$ cat src/rtl/lvtp_pkg.sv
// lvtp_pkg: register map, field layout, reset values and states of the
// vertical timing and panel power block.
// assumes a 16-bit register port with byte offsets on an 8-bit address.
package lvtp_pkg;

  localparam int unsigned ADDR_W = 8;
  localparam int unsigned DATA_W = 16;
  localparam int unsigned LINE_W = 11;

  // register offsets
  localparam logic [7:0] OFS_VTOTAL = 8'h00;
  localparam logic [7:0] OFS_VSYNC  = 8'h04;
  localparam logic [7:0] OFS_ACINT  = 8'h08;
  localparam logic [7:0] OFS_INTCTL = 8'h0c;
  localparam logic [7:0] OFS_PWRMOD = 8'h10;
  localparam logic [7:0] OFS_EVSTAT = 8'h14;
  localparam logic [7:0] OFS_EVCLR  = 8'h18;
  localparam logic [7:0] OFS_EVEN   = 8'h1c;

  // field positions
  localparam int unsigned VSW_LSB   = 12;
  localparam int unsigned VSW_W     = 4;
  localparam int unsigned ACI_W     = 5;
  localparam int unsigned ISEL_BIT  = 12;
  localparam int unsigned IEN_BIT   = 8;
  localparam int unsigned IPND_BIT  = 0;
  localparam int unsigned ONG_LSB   = 12;
  localparam int unsigned OFFG_LSB  = 8;
  localparam int unsigned GAP_W     = 4;
  localparam int unsigned LSPE_BIT  = 6;
  localparam int unsigned DSPE_BIT  = 5;
  localparam int unsigned DONE_BIT  = 4;
  localparam int unsigned EV_W      = 3;
  localparam int unsigned EV_VSYNC  = 0;
  localparam int unsigned EV_PWRUP  = 1;
  localparam int unsigned EV_PWRDN  = 2;

  // reset values
  localparam logic [15:0] RST_VTOTAL = 16'h01df;
  localparam logic [15:0] RST_VSYNC  = 16'h01df;
  localparam logic [15:0] RST_ACINT  = 16'h000c;
  localparam logic [15:0] RST_INTCTL = 16'h0000;
  localparam logic [15:0] RST_PWRMOD = 16'h0010;

  typedef enum logic [1:0] {
    LVTP_PWR_OFF,
    LVTP_PWR_UP,
    LVTP_PWR_ON,
    LVTP_PWR_DOWN
  } lvtp_pwr_e;

endpackage : lvtp_pkg

$ cat src/rtl/lvtp_seq_if.sv
// lvtp_seq_if: signals between the timing core and the power sequencer.
// assumes both ends run on clock_in.
`timescale 1ns/100ps
`default_nettype none
interface lvtp_seq_if;
  logic       frame_tick;
  logic       power_req;
  logic [3:0] on_gap;
  logic [3:0] off_gap;
  logic [2:0] pin_en;
  logic       logic_pin;
  logic       drive_pin;
  logic       disp_pin;
  logic [1:0] state;
  logic       up_done;
  logic       down_done;

  modport seq (input frame_tick, power_req, on_gap, off_gap, pin_en,
               output logic_pin, drive_pin, disp_pin, state, up_done, down_done);
  modport ctl (output frame_tick, power_req, on_gap, off_gap, pin_en,
               input logic_pin, drive_pin, disp_pin, state, up_done, down_done);
endinterface : lvtp_seq_if
`default_nettype wire

$ cat src/rtl/lvtp_top.sv
// lvtp_top: vertical frame timing, ac flip, frame interrupt and the whole
// panel power sequence, up and down, with a simple register port.
// assumes line_tick_in and the control inputs come from logic on clock_in.
`timescale 1ns/100ps
`default_nettype none
module lvtp_top
  import lvtp_pkg::*;
(
  // clock and reset
  input  wire logic              clock_in,
  input  wire logic              sys_rst_in,
  // register port
  input  wire logic [ADDR_W-1:0] reg_addr_in,
  input  wire logic [DATA_W-1:0] reg_wdata_in,
  input  wire logic              reg_wr_in,
  input  wire logic              reg_rd_in,
  output logic      [DATA_W-1:0] reg_rdata_out,
  // from the rest of the controller
  input  wire logic              line_tick_in,
  input  wire logic              display_on_in,
  input  wire logic              dual_scan_in,
  input  wire logic [LINE_W-1:0] vert_visible_count_in,
  // panel side
  output logic                   frame_marker_out,
  output logic                   ac_flip_out,
  output logic                   logic_supply_pin_out,
  output logic                   drive_supply_pin_out,
  output logic                   display_on_out,
  // interrupts
  output logic                   frame_irq_line_out,
  output logic                   irq_out
);

  // next line in a frame of tot+1 lines
  function automatic logic [LINE_W-1:0] next_line(input logic [LINE_W-1:0] cur,
                                                  input logic [LINE_W-1:0] tot);
    next_line = (cur == tot) ? '0 : cur + 11'h001;
  endfunction : next_line

  // register state
  logic [LINE_W-1:0] vert_total_count_q;
  logic [VSW_W-1:0]  vsync_pulse_width_q;
  logic [LINE_W-1:0] vsync_pulse_position_q;
  logic [ACI_W-1:0]  ac_flip_interval_q;
  logic              vsync_irq_point_select_q;
  logic              vsync_irq_enable_q;
  logic              vsync_irq_pending_q;
  logic [3:0]        power_on_gap_frames_q;
  logic [3:0]        power_off_gap_frames_q;
  logic              logic_supply_pin_enable_q;
  logic              drive_supply_pin_enable_q;
  logic              display_on_enable_q;
  logic [EV_W-1:0]   ev_stat_q;
  logic [EV_W-1:0]   ev_en_q;

  // timing state
  logic [LINE_W-1:0] line_q;
  logic              vs_q;
  logic [VSW_W-1:0]  vs_left_q;
  logic [ACI_W-1:0]  ac_cnt_q;
  logic              ac_q;

  lvtp_seq_if sq ();

  lvtp_seq u_seq (
    .clock_in   (clock_in),
    .sys_rst_in (sys_rst_in),
    .sq         (sq)
  );

  // decode
  logic wr_vtotal;
  logic wr_vsync;
  logic wr_acint;
  logic wr_intctl;
  logic wr_pwrmod;
  logic wr_evclr;
  logic wr_even;

  assign wr_vtotal = reg_wr_in && reg_addr_in == OFS_VTOTAL;
  assign wr_vsync  = reg_wr_in && reg_addr_in == OFS_VSYNC;
  assign wr_acint  = reg_wr_in && reg_addr_in == OFS_ACINT;
  assign wr_intctl = reg_wr_in && reg_addr_in == OFS_INTCTL;
  assign wr_pwrmod = reg_wr_in && reg_addr_in == OFS_PWRMOD;
  assign wr_evclr  = reg_wr_in && reg_addr_in == OFS_EVCLR;
  assign wr_even   = reg_wr_in && reg_addr_in == OFS_EVEN;

  // frame events
  logic [LINE_W-1:0] line_nxt;
  logic [LINE_W:0]   eff_pos_w;
  logic [LINE_W-1:0] eff_pos;
  logic [LINE_W-1:0] vs_start;
  logic              frame_tick;
  logic              vs_begin;
  logic              fetch_retrace;
  logic              vsync_event;

  assign line_nxt   = next_line(line_q, vert_total_count_q);
  // odd position in dual scan: (p+1)/2 lines into the half panel
  assign eff_pos_w  = dual_scan_in ? ({1'b0, vsync_pulse_position_q} + 12'h001) >> 1
                                   : {1'b0, vsync_pulse_position_q};
  assign eff_pos    = eff_pos_w[LINE_W-1:0];
  // position one below the start line, as a frame-start pulse uses total
  assign vs_start   = next_line(eff_pos, vert_total_count_q);
  assign frame_tick = line_tick_in && line_q == vert_total_count_q;
  assign vs_begin   = line_tick_in && line_nxt == vs_start;
  assign fetch_retrace = line_tick_in &&
                         {1'b0, line_nxt} == {1'b0, vert_visible_count_in} + 12'h001;
  assign vsync_event = vsync_irq_point_select_q ? vs_begin : fetch_retrace;

  // line counter
  always_ff @(posedge clock_in) begin
    if (sys_rst_in) begin
      line_q <= '0;
    end else if (line_tick_in) begin
      line_q <= line_nxt;
    end
  end

  // vsync pulse: width field plus one lines
  always_ff @(posedge clock_in) begin
    if (sys_rst_in) begin
      vs_q      <= 1'b0;
      vs_left_q <= '0;
    end else if (vs_begin) begin
      vs_q      <= 1'b1;
      vs_left_q <= vsync_pulse_width_q;
    end else if (line_tick_in && vs_q) begin
      if (vs_left_q == 4'h0) begin
        vs_q <= 1'b0;
      end else begin
        vs_left_q <= vs_left_q - 4'h1;
      end
    end
  end

  // ac flip: counts lines, free running across frames
  always_ff @(posedge clock_in) begin
    if (sys_rst_in) begin
      ac_cnt_q <= '0;
      ac_q     <= 1'b0;
    end else if (line_tick_in) begin
      if (ac_cnt_q >= ac_flip_interval_q) begin
        ac_cnt_q <= '0;
        ac_q     <= ~ac_q;
      end else begin
        ac_cnt_q <= ac_cnt_q + 5'h01;
      end
    end
  end

  // timing registers
  always_ff @(posedge clock_in) begin
    if (sys_rst_in) begin
      vert_total_count_q     <= RST_VTOTAL[LINE_W-1:0];
      vsync_pulse_width_q    <= RST_VSYNC[VSW_LSB +: VSW_W];
      vsync_pulse_position_q <= RST_VSYNC[LINE_W-1:0];
      ac_flip_interval_q     <= RST_ACINT[ACI_W-1:0];
    end else begin
      if (wr_vtotal) begin
        vert_total_count_q <= reg_wdata_in[LINE_W-1:0];
      end
      if (wr_vsync) begin
        vsync_pulse_width_q    <= reg_wdata_in[VSW_LSB +: VSW_W];
        vsync_pulse_position_q <= reg_wdata_in[LINE_W-1:0];
      end
      if (wr_acint) begin
        ac_flip_interval_q <= reg_wdata_in[ACI_W-1:0];
      end
    end
  end

  // interrupt control; a new event wins over a clearing write
  always_ff @(posedge clock_in) begin
    if (sys_rst_in) begin
      vsync_irq_point_select_q <= RST_INTCTL[ISEL_BIT];
      vsync_irq_enable_q       <= RST_INTCTL[IEN_BIT];
      vsync_irq_pending_q      <= RST_INTCTL[IPND_BIT];
    end else begin
      if (wr_intctl) begin
        vsync_irq_point_select_q <= reg_wdata_in[ISEL_BIT];
        vsync_irq_enable_q       <= reg_wdata_in[IEN_BIT];
      end
      // writing one leaves the flag alone; only zero clears
      if (vsync_event) begin
        vsync_irq_pending_q <= 1'b1;
      end else if (wr_intctl && !reg_wdata_in[IPND_BIT]) begin
        vsync_irq_pending_q <= 1'b0;
      end
    end
  end

  // power mode register
  always_ff @(posedge clock_in) begin
    if (sys_rst_in) begin
      power_on_gap_frames_q     <= RST_PWRMOD[ONG_LSB +: GAP_W];
      power_off_gap_frames_q    <= RST_PWRMOD[OFFG_LSB +: GAP_W];
      logic_supply_pin_enable_q <= RST_PWRMOD[LSPE_BIT];
      drive_supply_pin_enable_q <= RST_PWRMOD[DSPE_BIT];
      display_on_enable_q       <= RST_PWRMOD[DONE_BIT];
    end else if (wr_pwrmod) begin
      power_on_gap_frames_q     <= reg_wdata_in[ONG_LSB +: GAP_W];
      power_off_gap_frames_q    <= reg_wdata_in[OFFG_LSB +: GAP_W];
      logic_supply_pin_enable_q <= reg_wdata_in[LSPE_BIT];
      drive_supply_pin_enable_q <= reg_wdata_in[DSPE_BIT];
      display_on_enable_q       <= reg_wdata_in[DONE_BIT];
    end
  end

  // sequencer hookup
  assign sq.frame_tick = frame_tick;
  assign sq.power_req  = display_on_in;
  assign sq.on_gap     = power_on_gap_frames_q;
  assign sq.off_gap    = power_off_gap_frames_q;
  assign sq.pin_en     = {logic_supply_pin_enable_q, drive_supply_pin_enable_q,
                          display_on_enable_q};

  // event status: set wins over clear
  logic [EV_W-1:0] ev_set;

  assign ev_set = {sq.down_done, sq.up_done, vsync_event};

  always_ff @(posedge clock_in) begin
    if (sys_rst_in) begin
      ev_stat_q <= '0;
      ev_en_q   <= '0;
    end else begin
      ev_stat_q <= ev_set | (ev_stat_q & ~(wr_evclr ? reg_wdata_in[EV_W-1:0] : 3'h0));
      if (wr_even) begin
        ev_en_q <= reg_wdata_in[EV_W-1:0];
      end
    end
  end

  // read data: valid only in the cycle after the strobe
  logic [DATA_W-1:0] rd_mux;

  always_comb begin
    rd_mux = '0;
    case (reg_addr_in)
      OFS_VTOTAL: rd_mux[LINE_W-1:0] = vert_total_count_q;
      OFS_VSYNC: begin
        rd_mux[VSW_LSB +: VSW_W] = vsync_pulse_width_q;
        rd_mux[LINE_W-1:0]       = vsync_pulse_position_q;
      end
      OFS_ACINT: rd_mux[ACI_W-1:0] = ac_flip_interval_q;
      OFS_INTCTL: begin
        rd_mux[ISEL_BIT] = vsync_irq_point_select_q;
        rd_mux[IEN_BIT]  = vsync_irq_enable_q;
        rd_mux[IPND_BIT] = vsync_irq_pending_q;
      end
      OFS_PWRMOD: begin
        rd_mux[ONG_LSB +: GAP_W]  = power_on_gap_frames_q;
        rd_mux[OFFG_LSB +: GAP_W] = power_off_gap_frames_q;
        rd_mux[LSPE_BIT]          = logic_supply_pin_enable_q;
        rd_mux[DSPE_BIT]          = drive_supply_pin_enable_q;
        rd_mux[DONE_BIT]          = display_on_enable_q;
        rd_mux[1:0]               = sq.state;
      end
      OFS_EVSTAT: rd_mux[EV_W-1:0] = ev_stat_q;
      OFS_EVEN:   rd_mux[EV_W-1:0] = ev_en_q;
      default:    rd_mux = '0;
    endcase
  end

  always_ff @(posedge clock_in) begin
    if (sys_rst_in) begin
      reg_rdata_out <= '0;
    end else begin
      reg_rdata_out <= reg_rd_in ? rd_mux : '0;
    end
  end

  // registered outputs, one cycle behind their sources
  always_ff @(posedge clock_in) begin
    if (sys_rst_in) begin
      frame_marker_out     <= 1'b0;
      ac_flip_out          <= 1'b0;
      logic_supply_pin_out <= 1'b0;
      drive_supply_pin_out <= 1'b0;
      display_on_out       <= 1'b0;
      frame_irq_line_out   <= 1'b0;
      irq_out              <= 1'b0;
    end else begin
      frame_marker_out     <= vs_q;
      ac_flip_out          <= ac_q;
      logic_supply_pin_out <= sq.logic_pin;
      drive_supply_pin_out <= sq.drive_pin;
      display_on_out       <= sq.disp_pin;
      frame_irq_line_out   <= vsync_irq_pending_q & vsync_irq_enable_q;
      irq_out              <= |(ev_stat_q & ev_en_q);
    end
  end

endmodule : lvtp_top
`default_nettype wire

$ cat src/rtl/lvtp_seq.sv
// lvtp_seq: panel power sequencer counting frame starts between pin steps.
// assumes frame_tick is a one-cycle pulse at each frame start.
`timescale 1ns/100ps
`default_nettype none
module lvtp_seq
  import lvtp_pkg::*;
(
  // clock and reset
  input  wire logic clock_in,
  input  wire logic sys_rst_in,
  // sequencer link
  lvtp_seq_if.seq   sq
);

  lvtp_pwr_e  st_q;
  logic [3:0] gap_q;
  logic       sup_q;
  logic       don_q;
  logic       upd_q;
  logic       dnd_q;

  always_ff @(posedge clock_in) begin
    if (sys_rst_in) begin
      st_q  <= LVTP_PWR_OFF;
      gap_q <= 4'h0;
      sup_q <= 1'b0;
      don_q <= 1'b0;
      upd_q <= 1'b0;
      dnd_q <= 1'b0;
    end else begin
      upd_q <= 1'b0;
      dnd_q <= 1'b0;
      case (st_q)
        LVTP_PWR_OFF: begin
          if (sq.power_req) begin
            sup_q <= 1'b1;
            gap_q <= sq.on_gap;
            st_q  <= LVTP_PWR_UP;
          end
        end
        // field is frame starts minus one, so a zero field still waits for the next frame start
        LVTP_PWR_UP: begin
          if (sq.frame_tick) begin
            if (gap_q == 4'h0) begin
              don_q <= 1'b1;
              upd_q <= 1'b1;
              st_q  <= LVTP_PWR_ON;
            end else begin
              gap_q <= gap_q - 4'h1;
            end
          end
        end
        LVTP_PWR_ON: begin
          if (!sq.power_req) begin
            don_q <= 1'b0;
            gap_q <= sq.off_gap;
            st_q  <= LVTP_PWR_DOWN;
          end
        end
        LVTP_PWR_DOWN: begin
          if (sq.frame_tick) begin
            if (gap_q == 4'h0) begin
              sup_q <= 1'b0;
              dnd_q <= 1'b1;
              st_q  <= LVTP_PWR_OFF;
            end else begin
              gap_q <= gap_q - 4'h1;
            end
          end
        end
        default: st_q <= LVTP_PWR_OFF;
      endcase
    end
  end

  // pins masked low by their enables
  assign sq.logic_pin = sup_q & sq.pin_en[2];
  assign sq.drive_pin = sup_q & sq.pin_en[1];
  assign sq.disp_pin  = don_q & sq.pin_en[0];
  assign sq.state     = (st_q == LVTP_PWR_ON || st_q == LVTP_PWR_DOWN) ? 2'b11 : 2'b00;
  assign sq.up_done   = upd_q;
  assign sq.down_done = dnd_q;

endmodule : lvtp_seq
`default_nettype wire

$ cat config.mk
export PLATFORM = sky130hd
export DESIGN_NAME = lvtp_top
export DESIGN_NICKNAME = d
export VERILOG_FILES = /design/src/rtl/lvtp_pkg.sv /design/src/rtl/lvtp_seq_if.sv /design/src/rtl/lvtp_top.sv /design/src/rtl/lvtp_seq.sv
export SDC_FILE = /design/constraint.sdc
export NUM_CORES = 1
export LEC_CHECK = 0
export BUFFER_PORTS_ARGS = -buffer_cell sky130_fd_sc_hd__buf_2
export CORE_AREA = 4 4 160 178
export DETAILED_ROUTE_END_ITERATION = 6
export DIE_AREA = 0 0 164 182
export PLACE_DENSITY = 0.44
export SETUP_SLACK_MARGIN = 0.4
export SLEW_MARGIN = 0
export SYNTH_ARGS = -nofsm -noshare
export SYNTH_HDL_FRONTEND = slang
export SYNTH_SLANG_ARGS = --single-unit
$ cat constraint.sdc
create_clock -name clock_in -period 2.9 [get_ports clock_in]
set_input_delay 0 -clock clock_in [delete_from_list [all_inputs] [get_ports clock_in]]
set_output_delay 0 -clock clock_in [all_outputs]
set_load 0.01 [all_outputs]
; Word level (Yosys, flattened, before mapping)
; Cells that the tools add are included.
[word_totals]
inputBits = 42
output_inout_bits = 23
register_bits = 106
elab_cells = 162
[op_classes]
n_eq_ne = 23
magnitude_cmp = 1
mux = 48
reduce_logical = 36
bitwise = 13
n_addsub = 7
[ops]
columns = operator, count
row1 = $eq 11x11->1, 3
row2 = $mux 11, 3
row3 = $eq 8x5->1 const B, 4
row4 = $mux 4, 7
row5 = $add 11x1->12 const B, 2
row6 = $add 11x1->11 const B, 2
row7 = $eq 8x4->1 const B, 2
row8 = $mux 1, 14
row9 = $mux 2, 7
row10 = $eq 11x12->1, 1
row11 = $logic_and 1x1->1, 12
row12 = $ne 2x2->1 const B, 6
row13 = $pmux 2 s3, 2
row14 = $pmux 4 s3, 1
row15 = $reduce_and 4->1, 3
row16 = $reduce_bool 2->1, 5
row17 = $eq 8x3->1 const B, 1
row18 = $logic_not 4->1, 2
row19 = $logic_not 8->1, 1
row20 = $pmux 1 s4, 2
row21 = $pmux 2 s4, 1
row22 = $reduce_or 2->1, 4
row23 = $sub 4x1->4 const B, 2
row24 = $pmux 1 s7, 1
row25 = 23 further kinds, 40

; Depth between registers and ports, before layout
[depth]
depth_word = 8
mapped_depth = 14
depth_no_buf = 12

; Cells and area by module
; Synthesis repeated with hierarchy kept, for this count alone.
[hier_totals]
cells_unflattened = 846
hier_area_um2 = 6744.0
[modules_own_cells]
columns = mod, area_each_um2, cells_per_inst, seq_area_each_um2, n_inst
row1 = lvtp_top, 6067.1, 769, 1921.8, 1
row2 = lvtp_seq, 676.9, 77, 200.2, 1

; Worst setup path before layout
; Ideal clock, no wire load.
[synth_path]
kind = register -> register
from = register vsync_pulse_position_q[1]
to = register vs_left_q[0]
n_path_buf = 2
setup_slack_ns = -0.279
stages_incl_launch_ff = 14
required_time_ns = 2.779
setup_time_ns = 0.121
arrival_time_ns = 3.058
period_less_slack_ns = 3.179
path_cell_list = dfxtp_1 > ha_1 > nand3_1 > nor3_1 > o32a_1 > o21ai_0 > nor4bb_1 > clkbuf_1 > and2_1 > buf_4 > a221oi_2 > a211oi_2 > o2111ai_4 > mux2_4
[synth_via]
elab_chain_len = 8
elab_cells_between_ends = 11
classes_between = add/sub (2) / eq/ne (3) / mux (3) / reduce/logical (3)
[synth_rtl]
columns = item, line_no
row1 = from (decl), lvtp_top.sv:43  ; logic [LINE_W-1:0] vsync_pulse_position_q;
row2 = from (signal assigned), lvtp_top.sv:157  ; vsync_pulse_position_q <= RST_VSYNC[LINE_W-1:0];
row3 = from (signal assigned), lvtp_top.sv:165  ; vsync_pulse_position_q <= reg_wdata_in[LINE_W-1:0];
row4 = $add 11x1->12, lvtp_top.sv:100  ; assign eff_pos_w = dual_scan_in ? ({1'b0, vsync_pulse_position_q} + 12'h001) >> 1
row5 = $mux 11 (*), lvtp_top.sv:100
row6 = $add 11x1->11 or $eq 11x11->1 (tied branches), lvtp_top.sv:37  ; next_line = (cur == tot) ? '0 : cur + 11'h001;
row7 = $mux 11 (*), lvtp_top.sv:37
row8 = $eq 11x11->1 (*), lvtp_top.sv:106  ; assign vs_begin = line_tick_in && line_nxt == vs_start;
row9 = $logic_and 1x1->1 (*), lvtp_top.sv:106
row10 = $ne 2x2->1 (no line) or $reduce_bool 2->1 (tied branches), n/a
row11 = $reduce_and 2->1 (no line), n/a
row12 = to (signal assigned), lvtp_top.sv:127  ; vs_left_q <= vsync_pulse_width_q;
row13 = to (signal assigned), lvtp_top.sv:132  ; vs_left_q <= vs_left_q - 4'h1;
row14 = to (decl), lvtp_top.sv:59  ; logic [VSW_W-1:0] vs_left_q;
; Mark *: on every way between the ends. The rest lies on a longest branch, timed or not.
; A chain may end at the register's enable or synchronous reset.

; Final worst setup path
[layout_path]
from = register vsync_pulse_position_q[6]
to = register vs_left_q[3]
; Same word-level chain as after synthesis.

==> metrics <==
Clock Tree Root=clkbuf_16; RSZ-0062 raised after global routing=true; Critical Path Stages=13; initial DRC count=438; slowest CP cell=dfxtp_2; placer congestion estimate=0.834; total core area=26600 um^2; Slew Limit Fails=0; antenna violations before repair=0; Max-Cap Viols=0; Final Hold Fails=0; Post-synth EDFFs=0; Layout area overhead=38.9%; FFs w/ async S/R, synth=0; Starting Density=0.247; Min Hold Slack=20.1 ps; Syn Nets=901; global-route wire length before repair=36600 um; f_max=0.329 GHz; CTS clk-pin slew, worst paths=80 ps; drt first pass iters=7; Req. time, crit path=3140 ps; total power=3.55 mW; largest net degree at the start of global routing=36; hpwl dp=18200 um; critical path, cell by cell=nand4_1 -> buf_4 -> or3_1 -> a21oi_1 -> a311o_1 -> nor4b_4 -> buf_12 -> buf_8 -> a21oi_4 -> a221oi_4 -> a211oi_2 -> o2111ai_4 -> mux2_4; placed cell count=1330; arrival time of the worst setup path=3280 ps; share of the yosys chip area belonging to registers=0.323; clk_lat worst skew=360 ps; critical path class=flip-flop to flip-flop; Routed WL=23600 um; grt total ovfl=0; routed wire length per instance=17.1 um; Syn. warnings=0; Syn Area/Cell=7.81 um^2; Critical Path Max Stage Delay=370 ps; # rows=63; clock buffer depth=2; Worst-Margin Slew=766 ps; worst path bufs/invs=3; Hold Path Class=input port to flip-flop; synthesized cell area=6580 um^2; filler instances=2912; maximum vdd ir drop=311 uV; H-tree level count=3; Worst Setup End Kind=flip-flop; Max FO, Critical Path=6; DRC errors left=1; CTS Buf Count=9; clk_skew=11.9 ps; WHS Path Cells=4; status=finished with violations; final setup vio count=7; P_leak=3.80 nW; period utilisation layout=1.05; die width=164 um; Tmin final=3040 ps; most common flop cell mapped by yosys=dfxtp_1; crit-path leading delay family=compound AO/OA/AOI/OAI gates; Die ar.=29800 um^2; Setup WS post-layout=-139 ps; relative slew slack=0.489; total global-route track usage=0.156; I/O pins=65; n_diodes=0; height of the die=182 um; share of layout cells above drive strength 1=0.294; Yosys reg bits=106; Finished Layout Cells=1380; vias in the first global route=6607; CP startpoint kind=flip-flop; final net count=1077; Worst Reg2Reg Path Length in Cells=13; Mapped Cells=842; failing checks=design-rule violations, negative setup slack; PortBufs=64; Distinct cells, synth=70; vias after detailed routing=6643; Post-DRT Antenna Nets=0; DR vias/cell=4.81; Clock Sinks=106; power per cell area=389 nW/um^2; TritonCTS clock tree=done
==> power by group <==
part           switching (mW)  total, mW  internal (mW)
registers              0.0350       1.52           1.48
logic                   0.406      0.703          0.297
clock network           0.615       1.33          0.716
==> state kept, by name, summed over array words and instances (netlist names), 2 cells and up <==
signal / count
reg_rdata_out: 16
ev_stat_q: 3
u_seq.st_q: 2
ev_en_q: 3
vsync_pulse_position_q: 11
u_seq.gap_q: 4
vert_total_count_q: 11
ac_flip_interval_q: 5
line_q: 11
power_on_gap_frames_q: 4
power_off_gap_frames_q: 4
vsync_pulse_width_q: 4
vs_left_q: 4
ac_cnt_q: 5
==> final cells by class <==
type                            count  area (um^2)  area share
Clock buffer                       10          239      0.0262
Timing Repair Buffer              223         1640       0.180
Sequential cell                   106         2150       0.235
Inverter                           26         97.6      0.0107
Tap cell                          357          447      0.0489
Multi-Input combinational cell    652         4480       0.491
Clock inverter                      6         83.8     0.00918
==> synth_stat cells, drive strengths merged, types with 3 or more instances <==
library cell    n  area share
a211oi          5      0.0072
a21o            3      0.0034
a21oi          65       0.050
a222oi          6      0.0091
a22oi          21       0.024
a31oi           5      0.0048
a41oi           3      0.0040
and2            6      0.0057
and3           11       0.010
and4            4      0.0053
buf            16       0.014
clkbuf         42       0.024
dfxtp         106        0.32
ha             17       0.032
inv            26       0.015
mux2            5       0.010
mux2i          29       0.044
nand2          96       0.055
nand2b         13       0.012
nand3          68       0.052
nand4          15       0.015
nand4b          5      0.0067
nor2           94       0.054
nor2b          14       0.013
nor3           17       0.013
nor3b           6      0.0069
nor4            6      0.0057
nor4b           4      0.0076
o211ai          4      0.0046
o21ai          20       0.015
o31ai           4      0.0067
or2             3      0.0029
or4             3      0.0034
xnor2          42       0.056
xor2           24       0.032
==> worst min-delay path: stages <==
cell,delay [ps]
buf_2,80
nor2_1,70
nand3_1,100
a21oi_1,80
==> cell usage in the layout (no fill, tap or decap), types with 9 or more instances in the layout <==
master         netlist  routed
a21oi_1             64      55
a22oi_1             21      19
and3_1              11      10
buf_2                8      64
buf_4                4     125
buf_6                1      13
clkbuf_16            0       9
dfxtp_1            106      97
dlygate4sd3_1        0      18
ha_1                17      16
inv_1               26      26
mux2i_1             29      27
nand2_1             96      95
nand2b_1            13      11
nand3_1             68      67
nand4_1             14      14
nor2_1              94      93
nor2b_1             14      14
nor3_1              17      13
o21ai_0             17      15
xnor2_1             42      41
xor2_1              24      21
==> path summary, 6_finish.rpt <==
check | from | end | slack, ps
setup reg to reg | vsync_pulse_position_q[6]$_SDFFE_PP1P_ | vs_left_q[3]$_SDFFE_PP0P_ | -140
hold / removal | reg_addr_in[1] | reg_rdata_out[0]$_SDFF_PP0_ | 20
hold reg to reg | u_seq.sq.up_done$_SDFF_PP0_ | ev_stat_q[1]$_SDFF_PP0_ | 440
setup / recovery | vsync_pulse_position_q[6]$_SDFFE_PP1P_ | vs_left_q[3]$_SDFFE_PP0P_ | -140
==> through the flow <==
stage                     TNS, ps  area [um^2]  utilization  worst slack, ps
after floorplan              -632         6610            -             -201
after global placement      -2240         8080        0.303             -371
after detailed placement    -2540         8080        0.303             -394
after CTS                    -872         8840        0.332             -147
after global routing        -1780         9130        0.343             -287
final                        -753         9130        0.343             -139
==> cell families after synthesis <==
logic type	synth area share
buffers and inverters	0.0529
AO/OA/AOI/OAI	0.175
XOR/XNOR	0.0879
adder cells (fa/ha/maj)	0.0323
flip-flops	0.323
multiplexers	0.0544
AND/OR/NAND/NOR	0.274
==> timing repair <==
action | in CTS | in global routing
buffers inserted | 8 | 8
gates cloned | 0 | 0
pin swaps | 18 | 23
resized for setup | 44 | 47
endpoints found under the setup margin | 11 | 11
hold buffers | 18 | 0
hold endpoints to repair | 56 | 0
==> routing by layer <==
layer | track usage | vias to the layer above | part of all wire
met5 | 0 | - | 0
met4 | 0.0564 | 0 | 0.028
met3 | 0.0184 | 33 | 0.025
met2 | 0.276 | 113 | 0.50
met1 | 0.195 | 3168 | 0.45
li1 | - | 3329 | -
No activity file was read; power rests on OpenSTA's default activity.
